--- src/shared/sstx_pkg.sv ---
// Summary of operation
// - idle, enabled, start-of-message: two-bit delay, first flag bit raises done and active
// - flags repeat while start-of-message stays set at each flag end
// - after last opening flag go transparent and start check accumulation
// - transparent data gets a zero after five consecutive ones
// - end-of-message: finish character, send 16-bit check if enabled, then flag
// - with enable and end-of-message, done rises as closing flag starts
// - enable dropped: finish unit, wait one and a half bits, then idle
// - end-of-message held: flags continue, no underrun, done rises per flag
// - new data during closing flag gives one-flag frame separation, no start needed
// - enable dropped before closing flag: done rises only on return to idle
// - done rises at check start and at closing flag start; rewrite clears it unless done rises in that cycle
// - char mode sends host-supplied sync bytes, done as each one starts
// - char mode first data byte after sync and all later ones enter check
// - char mode end-of-message sends check after current byte, done at its start
// - no automatic idle sync bytes; every sync comes from the buffer
// - check active when bit 9 clear; polynomial chosen by protocol mode
// - check covers host data only; inserted zeros are excluded
// - start initialises check to zeros or ones; bit mode sends it inverted
// - no valid data at character end without end-of-message sets underrun
// - after underrun send aborts in bit mode, hold mark in char mode
// - a buffer write clears done unless done rises in the same cycle; reset sets done
// - protocol select clear means flag framing, set means sync framing
package sstx_pkg;

  // register byte offsets
  localparam logic [7:0] OFS_CTRL = 8'h00;
  localparam logic [7:0] OFS_PARAM = 8'h04;
  localparam logic [7:0] OFS_DATA = 8'h08;

  // control register fields
  localparam int CTRL_SEND = 0;
  localparam int CTRL_ABORT = 1;
  localparam int CTRL_ACTIVE = 4;
  localparam int CTRL_DONE = 7;
  localparam int CTRL_LATE = 15;

  // parameter register fields
  localparam int PARAM_CHAR = 8;
  localparam int PARAM_NOCRC = 9;

  // data buffer fields
  localparam int DATA_SOM = 8;
  localparam int DATA_EOM = 9;

  // line patterns, sent least significant bit first
  localparam logic [15:0] FLAG_WORD = 16'h007e;
  localparam logic [15:0] ABORT_WORD = 16'h00ff;
  localparam logic [15:0] MARK_WORD = 16'hffff;
  localparam logic [3:0] LEN_CHAR = 4'd7;
  localparam logic [3:0] LEN_CRC = 4'd15;
  localparam logic [3:0] LEN_MARK = 4'd0;

  // bit-reversed polynomials for lsb-first serial division
  localparam logic [15:0] POLY_BIT = 16'h8408;
  localparam logic [15:0] POLY_CHAR = 16'ha001;
  localparam logic [15:0] CRC_INIT_BIT = 16'hffff;
  localparam logic [15:0] CRC_INIT_CHAR = 16'h0000;

  // timing in link bit times, tail delay in half-bit times
  localparam logic [1:0] LEAD_BITS = 2'd2;
  localparam logic [1:0] TAIL_HALF_BITS = 2'd3;
  localparam logic [2:0] STUFF_RUN = 3'd5;

  // reset values
  localparam logic [15:0] RST_ZERO = 16'h0000;

  typedef struct packed {
    logic [7:0] addr;
    logic [15:0] wdata;
    logic wr;
    logic rd;
  } bus_req_t;

  typedef enum logic [2:0] {
    S_IDLE = 3'b000,
    S_LEAD = 3'b001,
    S_FLAG = 3'b011,
    S_DATA = 3'b010,
    S_CRC = 3'b110,
    S_TAIL = 3'b111,
    S_ABORT = 3'b101,
    S_MARK = 3'b100
  } state_t;

endpackage

--- src/sync_serial_frame_transmitter.sv ---
`timescale 1ns/100ps
module sync_serial_frame_transmitter (
  input wire logic core_clk,
  input wire logic resetn,
  input wire sstx_pkg::bus_req_t reg_req,
  output logic [15:0] rdata,
  input wire logic tx_clk_in,
  output logic tx_line
);
  import sstx_pkg::*;

  // ----------------------------------------
  // checksum step
  // ----------------------------------------
  function automatic logic [15:0] crc_step(input logic [15:0] c, input logic b,
                                           input logic [15:0] poly);
    logic fb;
    fb = c[0] ^ b;
    crc_step = (c >> 1) ^ (fb ? poly : 16'h0000);
  endfunction

  // ----------------------------------------
  // registers seen by software
  // ----------------------------------------
  logic send_q, abort_req_q, char_mode_q, no_crc_q;
  logic [7:0] buf_q;
  logic som_q, eom_q, valid_q;
  logic done_q, active_q, late_q;
  logic [15:0] rdata_q;

  wire wr_ctrl = reg_req.wr && reg_req.addr == OFS_CTRL;
  wire wr_param = reg_req.wr && reg_req.addr == OFS_PARAM;
  wire wr_data = reg_req.wr && reg_req.addr == OFS_DATA;

  // ----------------------------------------
  // link clock sampling
  // ----------------------------------------
  logic txc_s1_q, txc_s2_q, txc_s3_q;
  // data changes on the falling edge so the modem samples a settled rising edge
  wire fall_tick = txc_s3_q && !txc_s2_q;
  wire rise_tick = !txc_s3_q && txc_s2_q;

  always_ff @(posedge core_clk or negedge resetn) begin
    if (!resetn) begin
      // modem clock idles high; matching it avoids a false edge after reset
      txc_s1_q <= 1'b1;
      txc_s2_q <= 1'b1;
      txc_s3_q <= 1'b1;
    end else begin
      txc_s1_q <= tx_clk_in;
      txc_s2_q <= txc_s1_q;
      txc_s3_q <= txc_s2_q;
    end
  end

  // ----------------------------------------
  // serialiser state
  // ----------------------------------------
  state_t state_q, next_s;
  logic [15:0] sh_q, crc_q, crc_d, next_word;
  logic [3:0] bits_q, next_len;
  logic [2:0] ones_q, ones_d;
  logic [1:0] cnt_q;
  logic sync_q, line_q;
  logic late_now;

  wire crc_on = !no_crc_q;
  wire [15:0] poly = char_mode_q ? POLY_CHAR : POLY_BIT;
  wire [15:0] crc_init = char_mode_q ? CRC_INIT_CHAR : CRC_INIT_BIT;
  wire unit_state = state_q == S_FLAG || state_q == S_DATA || state_q == S_CRC ||
                    state_q == S_ABORT || state_q == S_MARK;
  wire transparent = !char_mode_q && (state_q == S_DATA || state_q == S_CRC);
  wire stuff_now = fall_tick && transparent && ones_q == STUFF_RUN;
  wire lead_end = fall_tick && state_q == S_LEAD && cnt_q == LEAD_BITS - 2'd1;
  wire unit_end = lead_end || (fall_tick && unit_state && !stuff_now && bits_q == 4'd0);
  wire start_go = state_q == S_IDLE && send_q && som_q;
  wire tail_edge = state_q == S_TAIL && (fall_tick || rise_tick);
  wire tail_done = tail_edge && cnt_q == TAIL_HALF_BITS - 2'd1;

  // ----------------------------------------
  // choice of the next unit on the line
  // ----------------------------------------
  wire [2:0] start_unit = char_mode_q ? S_DATA : S_FLAG;
  wire [2:0] late_unit = char_mode_q ? S_MARK : S_ABORT;

  always_comb begin
    next_s = state_q;
    late_now = 1'b0;
    case (state_q)
      S_LEAD: begin
        next_s = state_t'(start_unit);
      end
      S_FLAG: begin
        if (!send_q) begin
          next_s = S_TAIL;
        end else if (abort_req_q) begin
          next_s = S_ABORT;
        end else if (som_q || eom_q) begin
          next_s = S_FLAG;
        end else if (valid_q) begin
          next_s = S_DATA;
        end else begin
          next_s = state_t'(late_unit);
          late_now = 1'b1;
        end
      end
      S_DATA: begin
        if (!send_q) begin
          next_s = S_TAIL;
        end else if (char_mode_q && som_q) begin
          next_s = S_DATA;
        end else if (eom_q) begin
          next_s = crc_on ? S_CRC : (char_mode_q ? S_MARK : S_FLAG);
        end else if (valid_q) begin
          next_s = S_DATA;
        end else begin
          next_s = state_t'(late_unit);
          late_now = 1'b1;
        end
      end
      S_CRC: begin
        if (!send_q) begin
          next_s = S_TAIL;
        end else if (!char_mode_q) begin
          next_s = S_FLAG;
        end else begin
          next_s = valid_q ? S_DATA : S_MARK;
        end
      end
      S_ABORT, S_MARK: begin
        if (!send_q) begin
          next_s = S_TAIL;
        end else if (som_q) begin
          next_s = state_t'(start_unit);
        end else begin
          next_s = state_q;
        end
      end
      default: begin
        next_s = state_q;
      end
    endcase
  end

  always_comb begin
    case (next_s)
      S_FLAG: begin
        next_word = FLAG_WORD;
        next_len = LEN_CHAR;
      end
      S_ABORT: begin
        next_word = ABORT_WORD;
        next_len = LEN_CHAR;
      end
      S_DATA: begin
        next_word = {8'h00, buf_q};
        next_len = LEN_CHAR;
      end
      S_CRC: begin
        next_word = char_mode_q ? crc_q : ~crc_q;
        next_len = LEN_CRC;
      end
      default: begin
        next_word = MARK_WORD;
        next_len = LEN_MARK;
      end
    endcase
  end

  // ----------------------------------------
  // bit emission, zero insertion, checksum
  // ----------------------------------------
  wire [2:0] cur_s = unit_end ? next_s : state_q;
  wire cur_sync = unit_end ? (char_mode_q && som_q) : sync_q;
  wire load_data = unit_end && next_s == S_DATA;
  wire bit_out = stuff_now ? 1'b0 : (unit_end ? next_word[0] : sh_q[0]);
  wire cur_transp = !char_mode_q && (cur_s == S_DATA || cur_s == S_CRC);
  wire crc_init_now = unit_end && (next_s == S_FLAG || (load_data && char_mode_q && som_q));
  // inserted zeros never reach this path since stuff_now blocks it
  wire crc_bit = fall_tick && !stuff_now && cur_s == S_DATA && !cur_sync && crc_on;
  wire done_set = (unit_end && send_q && (next_s == S_FLAG || next_s == S_DATA ||
                  next_s == S_CRC)) || (tail_done && eom_q);

  always_comb begin
    crc_d = crc_q;
    if (crc_init_now) begin
      crc_d = crc_init;
    end else if (crc_bit) begin
      crc_d = crc_step(crc_q, bit_out, poly);
    end
    ones_d = ones_q;
    if (stuff_now) begin
      ones_d = 3'd0;
    end else if (fall_tick && (unit_state || lead_end)) begin
      ones_d = (cur_transp && bit_out) ? ones_q + 3'd1 : 3'd0;
    end
  end

  always_ff @(posedge core_clk or negedge resetn) begin
    if (!resetn) begin
      state_q <= S_IDLE;
      sh_q <= MARK_WORD;
      bits_q <= 4'd0;
      cnt_q <= 2'd0;
      sync_q <= 1'b0;
      line_q <= 1'b1;
      crc_q <= RST_ZERO;
      ones_q <= 3'd0;
    end else begin
      crc_q <= crc_d;
      ones_q <= ones_d;
      if (start_go) begin
        state_q <= S_LEAD;
        cnt_q <= 2'd0;
      end else if (state_q == S_LEAD && fall_tick && !lead_end) begin
        cnt_q <= cnt_q + 2'd1;
      end else if (tail_done) begin
        state_q <= S_IDLE;
      end else if (tail_edge) begin
        cnt_q <= cnt_q + 2'd1;
      end
      if (unit_end) begin
        state_q <= next_s;
        sync_q <= char_mode_q && som_q;
        cnt_q <= 2'd0;
        if (next_s == S_TAIL) begin
          line_q <= 1'b1;
        end else begin
          line_q <= next_word[0];
          sh_q <= next_word >> 1;
          bits_q <= next_len;
        end
      end else if (fall_tick && unit_state) begin
        line_q <= bit_out;
        if (!stuff_now) begin
          sh_q <= sh_q >> 1;
          bits_q <= bits_q - 4'd1;
        end
      end
    end
  end

  // ----------------------------------------
  // software register file
  // ----------------------------------------
  logic [15:0] ctrl_word, param_word;

  always_comb begin
    ctrl_word = 16'h0000;
    ctrl_word[CTRL_LATE] = late_q;
    ctrl_word[CTRL_DONE] = done_q;
    ctrl_word[CTRL_ACTIVE] = active_q;
    ctrl_word[CTRL_ABORT] = abort_req_q;
    ctrl_word[CTRL_SEND] = send_q;
    param_word = 16'h0000;
    param_word[PARAM_NOCRC] = no_crc_q;
    param_word[PARAM_CHAR] = char_mode_q;
  end

  always_ff @(posedge core_clk or negedge resetn) begin
    if (!resetn) begin
      send_q <= 1'b0;
      abort_req_q <= 1'b0;
      char_mode_q <= 1'b0;
      no_crc_q <= 1'b0;
      buf_q <= 8'h00;
      som_q <= 1'b0;
      eom_q <= 1'b0;
      valid_q <= 1'b0;
      done_q <= 1'b1;
      active_q <= 1'b0;
      late_q <= 1'b0;
      rdata_q <= RST_ZERO;
    end else begin
      if (wr_ctrl) begin
        send_q <= reg_req.wdata[CTRL_SEND];
        abort_req_q <= reg_req.wdata[CTRL_ABORT];
      end
      if (wr_param) begin
        char_mode_q <= reg_req.wdata[PARAM_CHAR];
        no_crc_q <= reg_req.wdata[PARAM_NOCRC];
      end
      if (wr_data) begin
        buf_q <= reg_req.wdata[7:0];
        som_q <= reg_req.wdata[DATA_SOM];
        eom_q <= reg_req.wdata[DATA_EOM];
      end
      // a write in the same cycle as the load keeps the new byte valid
      // an end-of-message write carries no character to send
      valid_q <= (wr_data && !reg_req.wdata[DATA_EOM]) || (valid_q && !load_data);
      done_q <= done_set || (done_q && !wr_data);
      late_q <= (unit_end && late_now) ||
                (late_q && !(wr_data && reg_req.wdata[DATA_SOM]));
      if (lead_end) begin
        active_q <= 1'b1;
      end else if (tail_done) begin
        active_q <= 1'b0;
      end
      rdata_q <= 16'h0000;
      if (reg_req.rd) begin
        case (reg_req.addr)
          OFS_CTRL: begin
            rdata_q <= ctrl_word;
          end
          OFS_PARAM: begin
            rdata_q <= param_word;
          end
          OFS_DATA: begin
            rdata_q <= {6'h00, eom_q, som_q, buf_q};
          end
          default: begin
            rdata_q <= 16'h0000;
          end
        endcase
      end
    end
  end

  assign rdata = rdata_q;
  assign tx_line = line_q;

  // ----------------------------------------
  // checks
  // ----------------------------------------
  property p_lead_start;
    @(posedge core_clk) disable iff (!resetn)
      (state_q == S_IDLE && send_q && som_q) |=> state_q == S_LEAD && !active_q;
  endproperty
  a_lead_start: assert property (p_lead_start) else $error("start did not enter lead delay");

  property p_first_flag;
    @(posedge core_clk) disable iff (!resetn)
      (lead_end && !char_mode_q && send_q) |=> active_q && done_q && !tx_line;
  endproperty
  a_first_flag: assert property (p_first_flag) else $error("first flag bit without done");

  property p_stuff_limit;
    @(posedge core_clk) disable iff (!resetn)
      ones_q <= STUFF_RUN;
  endproperty
  a_stuff_limit: assert property (p_stuff_limit) else $error("six ones in transparent data");

  property p_stuff_zero;
    @(posedge core_clk) disable iff (!resetn)
      stuff_now |=> !tx_line && ones_q == 3'd0;
  endproperty
  a_stuff_zero: assert property (p_stuff_zero) else $error("inserted bit is not a zero");

  property p_write_clears_done;
    @(posedge core_clk) disable iff (!resetn)
      (wr_data && !done_set) |=> !done_q;
  endproperty
  a_write_clears_done: assert property (p_write_clears_done) else $error("done survived write");

  property p_closing_done;
    @(posedge core_clk) disable iff (!resetn)
      (unit_end && next_s == S_FLAG && send_q && eom_q) |=> done_q && state_q == S_FLAG;
  endproperty
  a_closing_done: assert property (p_closing_done) else $error("closing flag without done");

  property p_late_cause;
    @(posedge core_clk) disable iff (!resetn)
      $rose(late_q) |-> $past(!valid_q) && $past(!eom_q);
  endproperty
  a_late_cause: assert property (p_late_cause) else $error("underrun with data present");

  property p_flag_init;
    @(posedge core_clk) disable iff (!resetn)
      (unit_end && next_s == S_FLAG && !char_mode_q) |=> crc_q == CRC_INIT_BIT;
  endproperty
  a_flag_init: assert property (p_flag_init) else $error("check not preset at flag");

  property p_abort_ones;
    @(posedge core_clk) disable iff (!resetn)
      (fall_tick && state_q == S_ABORT && !unit_end) |=> tx_line;
  endproperty
  a_abort_ones: assert property (p_abort_ones) else $error("abort sent a zero");

  property p_idle_via_tail;
    @(posedge core_clk) disable iff (!resetn)
      (state_q == S_IDLE && $past(state_q) != S_IDLE) |-> $past(state_q) == S_TAIL;
  endproperty
  a_idle_via_tail: assert property (p_idle_via_tail) else $error("idle without tail delay");

endmodule

--- config.mk ---
export PLATFORM = sky130hd
export DESIGN_NAME = sync_serial_frame_transmitter
export DESIGN_NICKNAME = d
export VERILOG_FILES = /design/src/shared/sstx_pkg.sv /design/src/sync_serial_frame_transmitter.sv
export SDC_FILE = /design/constraint.sdc
export NUM_CORES = 1
export LEC_CHECK = 0
export BUFFER_PORTS_ARGS = -buffer_cell sky130_fd_sc_hd__buf_2
export CORE_UTILIZATION = 45
export CTS_CLUSTER_SIZE = 30
export DETAILED_ROUTE_END_ITERATION = 12
export PLACE_DENSITY = 0.66
export RECOVER_POWER = 50
export SLEW_MARGIN = 20
export SYNTH_ARGS = -nofsm -noshare
export SYNTH_HDL_FRONTEND = slang
export SYNTH_SLANG_ARGS = --single-unit
--- constraint.sdc ---
create_clock -name core_clk -period 2.9 [get_ports core_clk]
set_input_delay 0.725 -clock core_clk [delete_from_list [all_inputs] [get_ports core_clk]]
set_output_delay 0.725 -clock core_clk [all_outputs]
set_load 0.03 [all_outputs]
==> run summary <==
The tools report the initial antenna violation count as 0. The first global-routing pass estimated 17.1 mm of wire. The via count of the first global-routing pass came out at 3519. Register area share after synthesis: 46.2%. The tools report the area of the die as 9900 um^2. Setup repair after global routing could not meet its margin everywhere.

The area of all placed cells without fillers is 5150 um^2. At the worst endpoint, the arrival time is 3.04 ns. Power spread over the standard cell area amounts to 775 nW/um^2.

CTS placed an instance of sky130_fd_sc_hd__clkbuf_8 at the clock tree root. The logs give 3990 uW for the overall power and 297 uV for the peak supply drop. The number of nets still failing antenna checks after routing came out at 0.

The first-pass detailed-route iteration total is 5. The final reports fail on capacitance limit, slew limit. Entering global routing, the biggest net connects 69 pins. The run finished, with violations left.

The critical path is of the register to register type. The initial utilization of the core area, before any placement, comes to 46.3%. The number of antenna diodes in the final layout is 0. The area share of the largest cell type after synthesis came out at 33.3%. The layout overhead on the synthesized area came out at 20.3%. The aggregate global-route resource usage came out at 22.1%. The most used flip-flop cell after synthesis is sky130_fd_sc_hd__dfrtp_1. In this run the worst path has a maximum fanout of 7.

The analysis attributes to cell leakage a power of 0.00228 uW. After detailed routing, the average wire length per cell comes to 15.7 um. The tools report the last weighted congestion value of the routability-driven placer as 0.871. The tightest min-delay check is of the register to register type. The tools report the number of standard-cell rows in the floorplan as 35. The total of max-cap violations is 1, and the clock-pin slew on the worst setup and hold paths is 0.08 ns. The mean instance size in the synthesized netlist works out to 9.70 um^2. The count of buffers added on input and output ports is 34. The kind of capture point of the worst setup path is a register. Summing every instance area after synthesis gives 4280 um^2.

In this run the deepest clock path goes through 2 buffers. The share of synthesized registers carrying an async set or reset came out at 100%. After detailed routing, the met3 layer carries 429 um of wire.

The largest total area in the synthesized netlist belongs to sky130_fd_sc_hd__dfrtp_1. The latest clock arrival within the worst-skew pair came out at 0.36 ns. The final wirelength came out at 10.1 mm. During synthesis, Yosys emitted a total of 0 warnings. Cells with a size suffix above 1 make up 29.3% of the layout. The remaining global-route overflow is 0, and the worst hold slack after final layout is 0.367 ns.

The wire-length estimate of the detail-placed layout is 7.47 mm. The total of hold buffers inserted after clock tree synthesis is 0, and the I/O pin total is 46. In this run the tightest slew margin relative to its limit is -11.8%. The number of slew-limit violations in the final report is 69, and the final critical-path required period is 2.80 ns.

For this run, the top clock speed supported by timing is 0.358 GHz. After detailed routing, the number of remaining DRC violations is 0. Data on the critical path is required at its endpoint by 3.14 ns. By area the synthesized netlist is led by sky130_fd_sc_hd__dfrtp_1 33%, sky130_fd_sc_hd__dfstp_2 13%, sky130_fd_sc_hd__nand2_1 4.3%, sky130_fd_sc_hd__nor2_1 3.5%, sky130_fd_sc_hd__mux2_2 3.4%. The uppermost layer routed is met4. The tools report the area of the placeable core as 9240 um^2. TritonCTS built the clock tree.

The maximum clock skew at final layout is 0.0178 ns. The cell area after placement is 4860 um^2. After synthesis the netlist holds a flip-flop and latch count of 78. In this run, CTS created clock tree buffers numbering 9.

From bottom edge to top edge, the die measures 99.5 um. Gate count of the mapped netlist: 441. The run gives 4.92 mm as the routed length on met1.

The H-tree generated during clock tree synthesis spans 3 levels. The final critical path takes up 96.4% of the cycle. The die is 99.5 um wide. The number of endpoints with negative hold slack in the final report was 0. For the number of distinct library cells after synthesis, the log shows 77.

The transition time of the tightest slew-check pin was 1.68 ns. The worst setup path is launched from a register. The number of enable-type register cells in the synthesized netlist was 0. The sum of negative setup slack was 0 ns; the number of DRC markers in iteration 0 was 261. The logs give 4.64 mm for the met2 wire length and 3578 for the via count of the routed design. The logs give 547 for the number of nets in the layout and 78 for the clock sink count.

Setup violations remaining at the end of the flow were counted as 0. The routed via count divided by cell count came out at 5.55.
## final timing paths
check	startpoint	endpoint	slack, ns	depth (start not counted)
worst max register to register	som_q	crc_q[0]	0.10	8
worst min register to register	txc_s2_q	txc_s3_q	0.37	0
worst min-delay path	txc_s2_q	txc_s3_q	0.37	0
worst max-delay path	som_q	crc_q[0]	0.10	8
max in group asynchronous	resetn	sh_q[7]	0.94	2
min in group asynchronous	resetn	som_q	0.78	1
## cells in the mapped netlist (9+ instances only)
| cell type | instances |
|---|---|
| sky130_fd_sc_hd__o21ai_0 | 22 |
| sky130_fd_sc_hd__dfrtp_1 | 57 |
| sky130_fd_sc_hd__inv_1 | 17 |
| sky130_fd_sc_hd__dfstp_2 | 21 |
| sky130_fd_sc_hd__mux2_2 | 13 |
| sky130_fd_sc_hd__nor2_1 | 40 |
| sky130_fd_sc_hd__a21oi_1 | 17 |
| sky130_fd_sc_hd__a31oi_1 | 10 |
| sky130_fd_sc_hd__clkbuf_1 | 12 |
| sky130_fd_sc_hd__a22oi_1 | 11 |
| sky130_fd_sc_hd__and2_1 | 9 |
| sky130_fd_sc_hd__nand2_1 | 49 |
| sky130_fd_sc_hd__xnor2_1 | 14 |
## cells by family after synthesis
family	Yosys count	share of synthesized area [%]
adder cells (fa/ha/maj)	7	2.05
buffers and inverters	46	5.06
XOR/XNOR	17	3.48
multiplexers	18	4.59
flip-flops	78	46.2
AND/OR/NAND/NOR	148	17.0
AO/OA/AOI/OAI	126	21.6
other	1	0.0876
## sequential cells by signal (all words and copies together) (netlist names), 2 cells and up
signal   cells
buf_q        8
bits_q       4
sh_q        16
cnt_q        2
ones_q       3
crc_q       16
rdata       11
state_q      3
## metrics by stage
step | std cells | setup WS (ns) | util, %
3_3_place_gp | 628 | 0.111 | 52.6
6_report | 645 | 0.104 | 55.7
2_1_floorplan | 445 | 0.180 | -
5_1_grt | 645 | -0.0287 | 55.7
3_5_place_dp | 628 | 0.0809 | 52.6
4_1_cts | 644 | 0.0787 | 55.4
## where the power goes
group,total [uW],switching [uW],internal (uW),leakage [uW]
Combinational,1430,793,635,0.00117
Clock,1030,429,602,0.000124
Sequential,1530,188,1340,0.000989
Total,3990,1410,2580,0.00228
## layout make-up
class,count,area (um^2)
Tap cell,129,161
Inverter,17,63.8
Clock buffer,10,138
Timing Repair Buffer,84,549
Multi-Input combinational cell,321,2140
Sequential cell,78,1980
Fill cell,821,4090
Clock inverter,6,115
## placed cells by master, fill, tap and decap left out, types with 4 or more instances in the layout
master                     Yosys  routed
sky130_fd_sc_hd__a31oi_1      10       9
sky130_fd_sc_hd__inv_1        17      17
sky130_fd_sc_hd__o21ai_0      22      22
sky130_fd_sc_hd__nand2b_1      6       6
sky130_fd_sc_hd__nor2_1       40      40
sky130_fd_sc_hd__a211oi_1      4       4
sky130_fd_sc_hd__ha_1          7       7
sky130_fd_sc_hd__nand2_1      49      49
sky130_fd_sc_hd__clkbuf_8      0      10
sky130_fd_sc_hd__buf_2         8      32
sky130_fd_sc_hd__xnor2_1      14      14
sky130_fd_sc_hd__buf_4         5      47
sky130_fd_sc_hd__o31ai_1       6       6
sky130_fd_sc_hd__dfrtp_1      57      54
sky130_fd_sc_hd__nor3_1        7       7
sky130_fd_sc_hd__mux2_2       13      13
sky130_fd_sc_hd__a21oi_1      17      17
sky130_fd_sc_hd__nor2b_1       6       6
sky130_fd_sc_hd__mux2i_1       5       5
sky130_fd_sc_hd__o22ai_1       7       7
sky130_fd_sc_hd__and2_1        9       8
sky130_fd_sc_hd__o211ai_1      6       6
sky130_fd_sc_hd__nand3_1       5       5
sky130_fd_sc_hd__a22oi_1      11      11
sky130_fd_sc_hd__a221o_1       8       8
sky130_fd_sc_hd__conb_1        1       5
sky130_fd_sc_hd__dfstp_2      21      21
## routing by layer
layer  up-vias  track usage [%]
met3        15             3.94
met1      1739             30.2
met4         0             7.58
met5         -                0
li1       1726                -
met2        98             35.4
## worst max-delay path, cell delays in order (launching register included)
cell	delay, ns
sky130_fd_sc_hd__dfrtp_1	0.44
sky130_fd_sc_hd__and2_4	0.21
sky130_fd_sc_hd__or4_1	0.40
sky130_fd_sc_hd__o22a_1	0.21
sky130_fd_sc_hd__a22o_1	0.26
sky130_fd_sc_hd__o22ai_1	0.34
sky130_fd_sc_hd__a311oi_4	0.23
sky130_fd_sc_hd__o211a_1	0.25
sky130_fd_sc_hd__a2111o_1	0.33
## what timing repair did
action	in CTS	in global routing
buffers inserted	0	1
setup endpoints to repair	0	20
endpoints found under the hold margin	0	0
resized for setup	0	10
No activity file was read; power rests on OpenSTA's default activity.
